[src/sdic_map.vh]
`ifndef SDIC_MAP_VH
`define SDIC_MAP_VH
// Register byte offsets on the Avalon-MM slave
`define SDIC_REG_CMD 5'h00
`define SDIC_REG_OPND 5'h04
`define SDIC_REG_VALUE 5'h08
`define SDIC_REG_STATUS 5'h0C
`define SDIC_REG_SETUP 5'h10
`define SDIC_REG_CTL 5'h14
// Command codes in CMD[7:0]; draw opcode sits in CMD[15:8]
`define SDIC_CMD_WR_CTL 8'h01
`define SDIC_CMD_STEP_CNT 8'h02
`define SDIC_CMD_STEP_X 8'h03
`define SDIC_CMD_STEP_Q 8'h04
`define SDIC_CMD_DRAW 8'h05
// Instruction opcodes driven to the device
`define SDIC_OP_CTL_WR 8'h01
`define SDIC_OP_STEP_X 8'hD0
`define SDIC_OP_STEP_Q 8'hD1
`define SDIC_OP_STEP_CNT 8'hD7
// SETUP fields
`define SDIC_SET_DIR 0
`define SDIC_SET_PAT_EN 1
`define SDIC_SET_PSIZE_LO 2
`define SDIC_SET_SRC_EN 4
`define SDIC_SET_SWAP_CLR 5
`define SDIC_SET_MASK_ONES 6
`define SDIC_SET_LIMIT_OFF 7
`define SDIC_SET_PWIDTH_LO 8
// Reset values
`define SDIC_SETUP_RST 32'h0000_0000
`define SDIC_CTL_RST 16'h0000
// Iteration control value that selects triangle shadowing
`define SDIC_CTL_SHADOW 4'hB
// Source U delta for each horizontal direction
`define SDIC_DU_LTR 32'h0000_0000
`define SDIC_DU_RTL 32'hFFF8_0000
// Hazard gaps in instruction slots
`define SDIC_GAP_CTL 2'h3
`define SDIC_GAP_CNT 2'h1
`define SDIC_GAP_X 2'h1
// Error codes reported in STATUS[7:4]
`define SDIC_ERR_NONE 4'h0
`define SDIC_ERR_OPCODE 4'h1
`define SDIC_ERR_ALIGN 4'h2
`define SDIC_ERR_SHADOW 4'h3
`define SDIC_ERR_SLOT 4'h4
`define SDIC_ERR_PERSP 4'h5
`define SDIC_ERR_PSETUP 4'h6
`define SDIC_ERR_PATTERN 4'h7
`define SDIC_ERR_CMD 4'h8
`endif

[src/sdic_draw_check.v]
`timescale 1ns/10ps
`include "sdic_map.vh"
// Combinational legality check of one draw order
module sdic_draw_check
(
   input wire [7:0] i_opcode,
   input wire [7:0] i_dst,
   input wire [7:0] i_psrc,
   input wire [7:0] i_dsrc,
   input wire [15:0] i_ctl,
   input wire [31:0] i_setup,
   input wire i_seed_ok,
   output reg [3:0] o_err,
   output reg o_parallel,
   output reg o_persp
);
   // Alignment mask from number of register-file locations
   function [7:0] align_mask;
      input [3:0] locs;
      begin
         if (locs <= 4'h2)
            align_mask = 8'h01;
         else if (locs <= 4'h4)
            align_mask = 8'h03;
         else if (locs <= 4'h8)
            align_mask = 8'h07;
         else
            align_mask = 8'h0F;
      end
   endfunction
   // Colour presence {r,g,b} per slot; intensity counts as all three
   function [2:0] slot_rgb;
      input [1:0] slot;
      input [4:0] code;
      begin
         slot_rgb = 3'h0;
         case (slot)
            2'h0: if (code == 5'h06 || code == 5'h07) slot_rgb = 3'h4;
            2'h1:
            begin
               if (code == 5'h0A || (code >= 5'h16 && code <= 5'h19)) slot_rgb = 3'h4;
               else if (code == 5'h10) slot_rgb = 3'h3;
               else if (code == 5'h0C || code == 5'h1C) slot_rgb = 3'h7;
            end
            2'h2:
            begin
               if (code == 5'h00) slot_rgb = 3'h3;
               else if (code >= 5'h06 && code <= 5'h09) slot_rgb = 3'h4;
               else if (code >= 5'h0C && code <= 5'h0F) slot_rgb = 3'h7;
            end
            default:
            begin
               if (code == 5'h00) slot_rgb = 3'h3;
               else if (code == 5'h06 || code == 5'h07) slot_rgb = 3'h4;
            end
         endcase
      end
   endfunction
   reg [2:0] pairs; // Parameter pairs of the opcode, 0 for parallel
   reg known; // Opcode is a draw
   reg [7:0] mask;
   reg [2:0] rgb;
   reg bad_slot;
   reg [2:0] psize;
   reg [7:0] min_width;
   // Decode and check
   always @*
   begin
      pairs = 3'h0;
      known = 1'b1;
      o_parallel = 1'b0;
      case (i_opcode)
         8'hE0, 8'hE1, 8'hE4, 8'hE5: o_parallel = 1'b1;
         8'hF0, 8'hF1: pairs = 3'h1;
         8'hF2, 8'hF3: pairs = 3'h2;
         8'hF8, 8'hF9: pairs = 3'h3;
         8'hFA, 8'hFB: pairs = 3'h4;
         8'hFC, 8'hFD: pairs = 3'h5;
         default: known = 1'b0;
      endcase
      // Parallel draws use two locations
      mask = align_mask(o_parallel ? 4'h2 : {pairs, 1'b0});
      // Reserved and not-applicable slot codes
      bad_slot = (i_ctl[3:0] == 4'hB)
         || (pairs >= 3'h3 && i_ctl[12:9] == 4'h5)
         || (pairs >= 3'h4 && i_ctl[15:13] == 3'h5);
      rgb = slot_rgb(2'h0, {1'b0, i_ctl[3:0]});
      if (pairs >= 3'h2) rgb = rgb | slot_rgb(2'h1, i_ctl[8:4]);
      if (pairs >= 3'h3) rgb = rgb | slot_rgb(2'h2, {1'b0, i_ctl[12:9]});
      if (pairs >= 3'h4) rgb = rgb | slot_rgb(2'h3, {2'h0, i_ctl[15:13]});
      if (pairs == 3'h5) rgb = rgb | 3'h3;
      // Partial colour iteration is refused
      if (rgb != 3'h0 && rgb != 3'h7) bad_slot = 1'b1;
      // Odd slot-zero codes carry Q
      o_persp = !o_parallel && known && i_ctl[0];
      psize = 3'h1 << i_setup[`SDIC_SET_PSIZE_LO +: 2];
      min_width = 8'h08 >> i_setup[`SDIC_SET_PSIZE_LO +: 2];
      o_err = `SDIC_ERR_NONE;
      if (!known || psize == 3'h0)
         o_err = `SDIC_ERR_OPCODE;
      else if (((i_dst | i_psrc | i_dsrc) & mask) != 8'h00)
         o_err = `SDIC_ERR_ALIGN;
      else if (!o_parallel && i_ctl[3:0] == `SDIC_CTL_SHADOW)
         o_err = `SDIC_ERR_SHADOW;
      else if (!o_parallel && bad_slot)
         o_err = `SDIC_ERR_SLOT;
      else if (o_persp && (pairs < 3'h2 || !i_seed_ok))
         o_err = `SDIC_ERR_PERSP;
      else if (o_parallel && (!i_setup[`SDIC_SET_SWAP_CLR]
         || !i_setup[`SDIC_SET_MASK_ONES] || !i_setup[`SDIC_SET_LIMIT_OFF]))
         o_err = `SDIC_ERR_PSETUP;
      else if (o_parallel && i_setup[`SDIC_SET_PAT_EN] && (i_setup[`SDIC_SET_DIR]
         || i_setup[`SDIC_SET_PWIDTH_LO +: 8] < min_width))
         o_err = `SDIC_ERR_PATTERN;
   end
endmodule // sdic_draw_check

[src/sdic_issue_ctrl.v]
// Behaviour
// - Three slots after control write before draws
// - No parameterized draw under shadowing setting
// - Operands aligned to locations used
// - Changed pixel state stepped before the draw
// - Direction picks source U delta value
// - One slot after length or X writes
// - Parallel setup: swap clear, masks, limits off
// - Patterned parallel only left-to-right, wide pattern
// - Red, green, blue iterate together only
// - Perspective draws need two pairs, seed step
`timescale 1ns/10ps
`include "sdic_map.vh"
module sdic_issue_ctrl
(
   input wire i_sys_clk,
   input wire i_sys_rst,
   // Avalon-MM slave
   input wire [4:0] i_avs_address,
   input wire i_avs_read,
   input wire i_avs_write,
   input wire [31:0] i_avs_writedata,
   output reg [31:0] o_avs_readdata,
   output wire o_avs_waitrequest,
   // Instruction port towards the draw unit
   output reg o_ins_valid,
   output reg [7:0] o_ins_opcode,
   output reg [7:0] o_ins_dst,
   output reg [7:0] o_ins_psrc,
   output reg [7:0] o_ins_dsrc,
   output reg [31:0] o_ins_value,
   output reg [31:0] o_ins_src_u_delta,
   input wire i_ins_stall
);
   // Sequencer states
   localparam [1:0] ST_IDLE = 2'h0;
   localparam [1:0] ST_CHECK = 2'h1;
   localparam [1:0] ST_WAIT = 2'h2;
   localparam [1:0] ST_ISSUE = 2'h3;

   reg [1:0] state_ff; // Sequencer state
   reg [1:0] nxt_state;
   reg [7:0] cmd_ff; // Latched command code
   reg [7:0] op_ff; // Latched draw opcode
   reg [31:0] opnd_ff; // Operand indices
   reg [31:0] value_ff; // Value for steps and control writes
   reg [31:0] setup_ff; // Parallel draw setup and pixel size
   reg [15:0] ctl_ff; // Mirror of the iteration control register
   reg [3:0] err_ff; // Last refusal cause
   reg seed_ok_ff; // Q seed step issued since last perspective draw
   reg [1:0] ctl_gap_ff; // Slots left after a control write
   reg [1:0] cnt_gap_ff; // Slots left after a length step
   reg [1:0] x_gap_ff; // Slots left after an X step
   reg [15:0] issued_ff; // Accepted instruction count
   reg rd_done_ff; // Read answer phase
   wire [3:0] chk_err;
   wire chk_parallel;
   wire chk_persp;
   wire cmd_wr; // Software write to the command register
   wire accept; // Device takes the instruction this edge
   wire gap_clear; // All hazards relevant to the pending order passed
   wire busy;

   assign busy = (state_ff != ST_IDLE);
   assign cmd_wr = i_avs_write && (i_avs_address == `SDIC_REG_CMD);
   assign accept = o_ins_valid && !i_ins_stall;
   // Command writes wait while an order is in flight; reads take one wait cycle
   assign o_avs_waitrequest = (i_avs_read && !rd_done_ff) || (cmd_wr && busy);

   // Legality of the pending draw order
   sdic_draw_check u_check
   (
      .i_opcode(op_ff),
      .i_dst(opnd_ff[7:0]),
      .i_psrc(opnd_ff[15:8]),
      .i_dsrc(opnd_ff[23:16]),
      .i_ctl(ctl_ff),
      .i_setup(setup_ff),
      .i_seed_ok(seed_ok_ff),
      .o_err(chk_err),
      .o_parallel(chk_parallel),
      .o_persp(chk_persp)
   );

   // Draws wait out control and length hazards; X matters only for parallel
   assign gap_clear = (cmd_ff != `SDIC_CMD_DRAW) ||
      ((ctl_gap_ff == 2'h0) && (cnt_gap_ff == 2'h0)
      && (!chk_parallel || x_gap_ff == 2'h0));

   // Next-state logic
   always @*
   begin
      nxt_state = state_ff;
      case (state_ff)
         ST_IDLE:
            if (cmd_wr)
               nxt_state = ST_CHECK;
         ST_CHECK:
            if ((cmd_ff == `SDIC_CMD_DRAW && chk_err != `SDIC_ERR_NONE)
               || cmd_ff == 8'h00 || cmd_ff > `SDIC_CMD_DRAW)
               nxt_state = ST_IDLE;
            else
               nxt_state = ST_WAIT;
         ST_WAIT:
            if (gap_clear)
               nxt_state = ST_ISSUE;
         default:
            // Hold the instruction until the device stops stalling
            if (accept)
               nxt_state = ST_IDLE;
      endcase
   end

   // Sequencer and command latches
   always @(posedge i_sys_clk or posedge i_sys_rst)
   begin
      if (i_sys_rst)
      begin
         state_ff <= ST_IDLE;
         cmd_ff <= 8'h00;
         op_ff <= 8'h00;
         err_ff <= `SDIC_ERR_NONE;
      end
      else
      begin
         state_ff <= nxt_state;
         if (state_ff == ST_IDLE && cmd_wr)
         begin
            cmd_ff <= i_avs_writedata[7:0];
            op_ff <= i_avs_writedata[15:8];
         end
         // Refusals are reported, valid orders clear the cause
         if (state_ff == ST_CHECK)
         begin
            if (cmd_ff == 8'h00 || cmd_ff > `SDIC_CMD_DRAW)
               err_ff <= `SDIC_ERR_CMD;
            else if (cmd_ff == `SDIC_CMD_DRAW)
               err_ff <= chk_err;
            else
               err_ff <= `SDIC_ERR_NONE;
         end
      end
   end

   // Software-written registers; operands locked while busy
   always @(posedge i_sys_clk or posedge i_sys_rst)
   begin
      if (i_sys_rst)
      begin
         opnd_ff <= 32'h0000_0000;
         value_ff <= 32'h0000_0000;
         setup_ff <= `SDIC_SETUP_RST;
      end
      else if (i_avs_write && !busy)
      begin
         if (i_avs_address == `SDIC_REG_OPND)
            opnd_ff <= i_avs_writedata;
         else if (i_avs_address == `SDIC_REG_VALUE)
            value_ff <= i_avs_writedata;
         else if (i_avs_address == `SDIC_REG_SETUP)
            setup_ff <= i_avs_writedata;
      end
   end

   // Instruction port drive; data outputs are registered
   always @(posedge i_sys_clk or posedge i_sys_rst)
   begin
      if (i_sys_rst)
      begin
         o_ins_valid <= 1'b0;
         o_ins_opcode <= 8'h00;
         o_ins_dst <= 8'h00;
         o_ins_psrc <= 8'h00;
         o_ins_dsrc <= 8'h00;
         o_ins_value <= 32'h0000_0000;
         o_ins_src_u_delta <= `SDIC_DU_LTR;
      end
      else if (state_ff == ST_WAIT && gap_clear)
      begin
         o_ins_valid <= 1'b1;
         o_ins_dst <= opnd_ff[7:0];
         o_ins_psrc <= opnd_ff[15:8];
         o_ins_dsrc <= opnd_ff[23:16];
         // Step value carries the length in its upper half
         o_ins_value <= value_ff;
         case (cmd_ff)
            `SDIC_CMD_WR_CTL: o_ins_opcode <= `SDIC_OP_CTL_WR;
            `SDIC_CMD_STEP_CNT: o_ins_opcode <= `SDIC_OP_STEP_CNT;
            // Steps are issued and taken before any later draw is checked
            `SDIC_CMD_STEP_X: o_ins_opcode <= `SDIC_OP_STEP_X;
            `SDIC_CMD_STEP_Q: o_ins_opcode <= `SDIC_OP_STEP_Q;
            default: o_ins_opcode <= op_ff;
         endcase
         // Source U delta follows the horizontal direction flag on parallel draws with source enabled, else left-to-right
         if (chk_parallel && setup_ff[`SDIC_SET_SRC_EN] && setup_ff[`SDIC_SET_DIR])
            o_ins_src_u_delta <= `SDIC_DU_RTL;
         else
            o_ins_src_u_delta <= `SDIC_DU_LTR;
      end
      else if (accept)
         o_ins_valid <= 1'b0;
   end

   // Hazard slot counters; a fresh write reloads, otherwise count down
   always @(posedge i_sys_clk or posedge i_sys_rst)
   begin
      if (i_sys_rst)
      begin
         ctl_gap_ff <= 2'h0;
         cnt_gap_ff <= 2'h0;
         x_gap_ff <= 2'h0;
      end
      else
      begin
         if (accept && o_ins_opcode == `SDIC_OP_CTL_WR)
            ctl_gap_ff <= `SDIC_GAP_CTL;
         else if (ctl_gap_ff != 2'h0)
            ctl_gap_ff <= ctl_gap_ff - 2'h1;
         if (accept && o_ins_opcode == `SDIC_OP_STEP_CNT)
            cnt_gap_ff <= `SDIC_GAP_CNT;
         else if (cnt_gap_ff != 2'h0)
            cnt_gap_ff <= cnt_gap_ff - 2'h1;
         if (accept && o_ins_opcode == `SDIC_OP_STEP_X)
            x_gap_ff <= `SDIC_GAP_X;
         else if (x_gap_ff != 2'h0)
            x_gap_ff <= x_gap_ff - 2'h1;
      end
   end

   // Control mirror, seed tracking and issue count
   always @(posedge i_sys_clk or posedge i_sys_rst)
   begin
      if (i_sys_rst)
      begin
         ctl_ff <= `SDIC_CTL_RST;
         seed_ok_ff <= 1'b0;
         issued_ff <= 16'h0000;
      end
      else
      begin
         // Mirror updates only when the device takes the write
         if (accept && o_ins_opcode == `SDIC_OP_CTL_WR)
            ctl_ff <= o_ins_value[15:0];
         // Seed step sets; perspective draw consumes; set wins
         if (accept && o_ins_opcode == `SDIC_OP_STEP_Q)
            seed_ok_ff <= 1'b1;
         else if (accept && chk_persp && cmd_ff == `SDIC_CMD_DRAW)
            seed_ok_ff <= 1'b0;
         if (accept)
            issued_ff <= issued_ff + 16'h0001;
      end
   end

   // Read path: data registered, answered on the second edge
   always @(posedge i_sys_clk or posedge i_sys_rst)
   begin
      if (i_sys_rst)
      begin
         rd_done_ff <= 1'b0;
         o_avs_readdata <= 32'h0000_0000;
      end
      else
      begin
         rd_done_ff <= i_avs_read && !rd_done_ff;
         if (i_avs_read && !rd_done_ff)
         begin
            if (i_avs_address == `SDIC_REG_CMD)
               o_avs_readdata <= {16'h0000, op_ff, cmd_ff};
            else if (i_avs_address == `SDIC_REG_OPND)
               o_avs_readdata <= opnd_ff;
            else if (i_avs_address == `SDIC_REG_VALUE)
               o_avs_readdata <= value_ff;
            else if (i_avs_address == `SDIC_REG_STATUS)
               o_avs_readdata <= {issued_ff, 7'h00, seed_ok_ff, err_ff, 3'h0, busy};
            else if (i_avs_address == `SDIC_REG_SETUP)
               o_avs_readdata <= setup_ff;
            else if (i_avs_address == `SDIC_REG_CTL)
               o_avs_readdata <= {16'h0000, ctl_ff};
            else
               // Unmapped addresses read zero
               o_avs_readdata <= 32'h0000_0000;
         end
      end
   end
endmodule // sdic_issue_ctrl

[config.mk]
export PLATFORM = sky130hd
export DESIGN_NAME = sdic_issue_ctrl
export DESIGN_NICKNAME = d
export VERILOG_FILES = /design/src/sdic_draw_check.v /design/src/sdic_issue_ctrl.v
export VERILOG_INCLUDE_DIRS = /design/src
export SDC_FILE = /design/constraint.sdc
export NUM_CORES = 1
export LEC_CHECK = 0
export BUFFER_PORTS_ARGS = -buffer_cell sky130_fd_sc_hd__buf_2
export CORE_MARGIN = 10
export CORE_UTILIZATION = 60
export CTS_BUF_LIST = sky130_fd_sc_hd__clkbuf_8
export CTS_CLUSTER_DIAMETER = 150
export DETAILED_ROUTE_END_ITERATION = 10
export PLACE_DENSITY = 0.83
export RECOVER_POWER = 50
export SETUP_SLACK_MARGIN = 0.2
export SLEW_MARGIN = 20
export SYNTH_ARGS = -nofsm -noshare
export SYNTH_HDL_FRONTEND = slang
export SYNTH_HIERARCHICAL = 1
export SYNTH_SLANG_ARGS = --single-unit
[constraint.sdc]
create_clock -name i_sys_clk -period 9.6 [get_ports i_sys_clk]
set_input_delay 1.92 -clock i_sys_clk [delete_from_list [all_inputs] [get_ports i_sys_clk]]
set_output_delay 1.92 -clock i_sys_clk [all_outputs]
set_load 0.02 [all_outputs]
**Word level (Yosys, flattened, before mapping)**

Cells that the tools add are included.
W data, S select, Z words.

- Shifts and indexed selects: 2
- Mux-type cells: 56
- Equal/unequal tests: 46
- Bitwise gates (word level): 8
- Order comparisons: 14
- Add/subtract/negate cells: 4
- Reduce and logical (&&, ||, !) cells: 90

Operators with widths:

| operator | count |
|---|---|
| $mux W32 | 6 |
| $eq A8 B8 Y1 const B | 17 |
| $mux W3 | 16 |
| $mux W4 | 10 |
| $pmux W8 S4 | 1 |
| $logic_and A1 B1 Y1 | 31 |
| $mux W2 | 11 |
| $eq A5 B4 Y1 const B | 4 |
| $eq A5 B5 Y1 const B | 4 |
| $reduce_bool A2 Y1 | 9 |
| $logic_or A1 B1 Y1 | 17 |
| $add A16 B1 Y16 const B | 1 |
| $eq A8 B1 Y1 const B | 2 |
| $eq A8 B2 Y1 const B | 2 |
| $eq A8 B3 Y1 const B | 2 |
| $mux W16 | 1 |
| $mux W8 | 2 |
| $or A8 B8 Y8 | 2 |
| $pmux W3 S5 | 1 |
| $reduce_or A14 Y1 | 1 |
| $eq A3 B3 Y1 const B | 4 |
| $eq A4 B3 Y1 const B | 3 |
| $reduce_or A2 Y1 | 5 |
| $logic_not A1 Y1 | 9 |
| 39 further kinds | 59 |

- Input port bits: 42
- Flip-flop bits (word level): 287
- Output and inout bits: 130
- Logic and storage cells: 242

**Depth between registers and ports, before layout**

- Depth after elaboration: 27
- Depth in mapped cells: 12
- Gate-level depth less buffers: 12

**By module**

The synthesis kept the hierarchy.

Modules (own cells, without submodules):

| module | area an instance (um^2) | seq. area each (um^2) | cells an instance | instances |
|---|---|---|---|---|
| sdic_issue_ctrl | 11653.7 | 6406.1 | 944 | 1 |
| sdic_draw_check | 598.1 | 0.0 | 87 | 1 |

**Worst setup path before layout**

No wires, ideal clock.

- Kind: input to output
- Start: input i_avs_address[4]
- End: output o_avs_waitrequest
- Setup slack: 4644 ps
- Buffers on the path: 1
- Data required time: 7680 ps
- Arrival time: 3036 ps
- Stages: 4
- Path through: nor3_1 nand2_1 clkbuf_1 o21ai_0

- Cells in the longest elaborated chain, start to end: 4

RTL lines:

| what | RTL line | source |
|---|---|---|
| from (decl) | sdic_issue_ctrl.v:19 | `input wire [4:0] i_avs_address,` |
| $logic_not A5 Y1 (no source line) | n/a |  |
| $logic_and A1 B1 Y1 | sdic_issue_ctrl.v:65 | `` assign cmd_wr = i_avs_write && (i_avs_address == `SDIC_REG_CMD); `` |
| $logic_and A1 B1 Y1 | sdic_issue_ctrl.v:68 | `assign o_avs_waitrequest = (i_avs_read && !rd_done_ff) \|\| (cmd_wr && busy);` |
| $logic_or A1 B1 Y1 | sdic_issue_ctrl.v:68 |  |
| to (decl) | sdic_issue_ctrl.v:24 | `output wire o_avs_waitrequest,` |

Every way passes these cells.

**Worst setup path in the final report**

- Start: input i_avs_read
- End: output o_avs_waitrequest

- Cells in the longest elaborated chain, start to end: 2

RTL lines:

| what | RTL line | source |
|---|---|---|
| from (decl) | sdic_issue_ctrl.v:20 | `input wire i_avs_read,` |
| $logic_and A1 B1 Y1 | sdic_issue_ctrl.v:68 |  |
| $logic_or A1 B1 Y1 | sdic_issue_ctrl.v:68 |  |

Every way passes these cells.

==> impl_metrics.env <==
export IMPL_crit_buf_inv=3
export IMPL_track_usage=0.235
export IMPL_worstSetupStartpointType="input port"
export IMPL_synth_top_family_by_area="multiplexers"
export IMPL_cpPeakStageDelay_ns=1.78
export IMPL_min_to="issued_ff[15]"
export IMPL_die_w_um=163
export IMPL_cts_tree="built"
export IMPL_globalplace_congestion=0.906
export IMPL_tightest_slew_ns=5.76
export IMPL_clock_latency_ns=0.55
export IMPL_cellPowerDensity_nw_per_um2=241
export IMPL_path_cells="buf_2 -> nand2b_2 -> clkbuf_1 -> o21ai_0 -> buf_2"
export IMPL_skew_ns=0.0186
export IMPL_met2_usage=0.363
export IMPL_min_delay_start="issued_ff[15]"
export IMPL_dieArea_um2=26500
export IMPL_drt_first_iter_violations=996
export IMPL_clkTransAtPathRegs_ns=0.06
export IMPL_synth_area_um2=12300
export IMPL_setup_tns_ns=0
export IMPL_synth_xor_area_frac=0.0143
export IMPL_area_growth_pct=11.7
export IMPL_cts_path_max_buffers=3
export IMPL_synth_flop_cell="dfrtp_1"
export IMPL_dr_pass1_iters=6
export IMPL_cp_end_kind="output pin"
export IMPL_synth_area_top_cells="dfrtp_1 52%, mux2_2 16%, buf_4 2.3%, nand2_1 2.1%, o21ai_0 1.9%"
export IMPL_num_rows=52
export IMPL_synth_mux_area_frac=0.196
export IMPL_overflow=0
export IMPL_final_nets=1216
export IMPL_rr_endpoint="o_ins_value[13]"
export IMPL_r2r_start="op_ff[3]"
export IMPL_worstPathMaxFanout=52
export IMPL_viasPerCell=6.13
export IMPL_rsz0062_at_grt="false"
export IMPL_maxSlewHeadroom=-2.84
export IMPL_ys_types=78
export IMPL_cts_sinks=256
export IMPL_chipHeight_um=163
export IMPL_synth_edf_count=0
export IMPL_ant_nets=0
export IMPL_whs_path_depth=1
export IMPL_grt_pass1_wl_um=50000
export IMPL_avgRoutedWirePerCell_um=21.9
export IMPL_initial_core_util=0.607
export IMPL_async_reset_ff_frac=1.00
export IMPL_hold_buffers=0
export IMPL_slowest_stage="clkbuf_1"
export IMPL_numCtsBuffers=41
export IMPL_synthAdderAreaFrac=0.0102
export IMPL_max_freq_mhz=158
export IMPL_cpMostUsedCell="buf_2"
export IMPL_busiest_layer="met2"
export IMPL_ir_worst_vdd_mv=0.146
export IMPL_cp_arrival_ns=4.42
export IMPL_crit_type="in2out"
export IMPL_hold_worst_slack_ns=0.478
export IMPL_critical_path_required_ns=7.68
export IMPL_r2r_slack_ns=3.69
export IMPL_hpwlAfterDp_um=22100
export IMPL_synthCells=1031
export IMPL_synth_top_area_frac=0.523
export IMPL_io_pins=172
export IMPL_violations="capacitance limit, slew limit"
export IMPL_synth_commonest_cells="256 x dfrtp_1, 178 x mux2_2, 70 x nand2_1, 46 x o21ai_0, 38 x buf_4"
export IMPL_synth_seq_cells=256
export IMPL_postCtsSetupBuffers=0
export IMPL_ctsHtreeMaxLevel=2
export IMPL_drc=0
export IMPL_fill_cells=1524
export IMPL_synth_most_common_cell="dfrtp_1"
export IMPL_via_count=8969
export IMPL_crit_family="buffers and inverters"
export IMPL_yosysSeqAreaShare=0.523
export IMPL_grt_use_met3=0.0566
export IMPL_synthSimpleGateAreaFrac=0.0950
export IMPL_use_met1=0.314
export IMPL_hp_class="reg2reg"
export IMPL_synth_warnings=6
export IMPL_final_max_slew_viol_count=214
export IMPL_postRouteWirelength_um=32000
export IMPL_status="finished, violations left"
export IMPL_yosys_area_top_type="dfrtp_1"
export IMPL_worst_r2r_path_depth=6
export IMPL_syn_area_per_cell_um2=11.9
export IMPL_period_minus_slack_ns=6.34
export IMPL_hold_viol=0
export IMPL_grt_max_degree=137
export IMPL_io_buffers=152
export IMPL_drv_cap=3
export IMPL_synth_compound_area_frac=0.107
export IMPL_core_um2=20200
export IMPL_antenna_found_initial=1
export IMPL_fin_crit_sh=0.660
export IMPL_layout_drive_gt1_share=0.289
export IMPL_grt_pass1_vias=9093
export IMPL_leakagePower_nw=6.56
export IMPL_setup_violations=0
export IMPL_cts_root_buf="clkbuf_8"
export IMPL_post_cts_resize_count=0
## metrics by stage
step           area [um^2]  instances  setup WS (ns)   util  power [mW]
2_1_floorplan        12300       1049          0.638      -        2.12
3_3_place_gp         13000       1390           4.38  0.644        2.35
5_1_grt              13700       1463           2.90  0.678        3.47
6_report             13700       1464           3.26  0.679        3.31
4_1_cts              13800       1461           4.33  0.684        3.31
3_5_place_dp         13000       1390           4.34  0.644        2.40
## how the worst max path moves through the flow
stage / to / cells after the start / slack (ns) / startpoint
floorplan: cmd_ff[0] / 1 / 0.64 / i_sys_rst
global placement: o_avs_waitrequest / 7 / 4.38 / i_avs_address[2]
detailed placement: o_avs_waitrequest / 7 / 4.34 / i_avs_address[2]
CTS: o_avs_waitrequest / 7 / 4.33 / i_avs_address[2]
global route: issued_ff[12] / 3 / 2.90 / i_sys_rst
finish: o_avs_waitrequest / 5 / 3.26 / i_avs_read
## where the power goes
part | internal (mW) | total [mW] | switching [mW]
registers | 1.32 | 1.56 | 0.243
clock network | 0.495 | 0.918 | 0.423
logic | 0.376 | 0.826 | 0.449
total | 2.19 | 3.31 | 1.12
## cell families after synthesis
logic type      after synthesis
simple gates                215
flops                       256
xor+xnor                     20
compound gates              189
mux                         212
fa+ha+maj                    10
buf+inv                     127
other cells                   2
## cells in the final DEF, fill, tap and decap left out, drive strengths merged, types with 4 or more instances in the layout
cell	instances
dfrtp	256
mux2	192
clkbuf	126
buf	88
nand2	71
inv	51
o21ai	48
a21oi	36
nor2	31
mux2i	20
conb	20
o31ai	19
nor2b	17
nand3	17
o22a	17
a221oi	11
xor2	11
nand2b	11
nand4	10
ha	10
o32ai	9
xnor2	9
nor3	9
nand3b	8
o211ai	7
or3	7
o22ai	6
a221o	5
or4	4
nand4b	4
nor4	4
## layer usage
metal / part of all wire / vias to the layer above
met2: 0.46 / 459
met4: 0.031 / 0
met3: 0.089 / 85
met5: 0 / -
li1: - / 3952
met1: 0.42 / 4473
## cell type report
class / instances / area (um^2) / area share
sequential: 256 / 6410 / 0.468
clock inverter: 21 / 111 / 0.00814
multi-input combinational: 666 / 5250 / 0.383
timing repair buffer: 164 / 757 / 0.0553
clock buffer: 50 / 688 / 0.0503
inverter: 35 / 133 / 0.00969
antenna: 2 / 5.00 / 0.000366
tap: 270 / 338 / 0.0247
## flip-flops by register name (all words and copies together), names as in the netlist, 16 cells and up
signal and cells:
o_avs_readdata 32, o_ins_value 32, opnd_ff 32, setup_ff 32, value_ff 32, ctl_ff 16, issued_ff 16
Power figures use the tool's default switching activity.
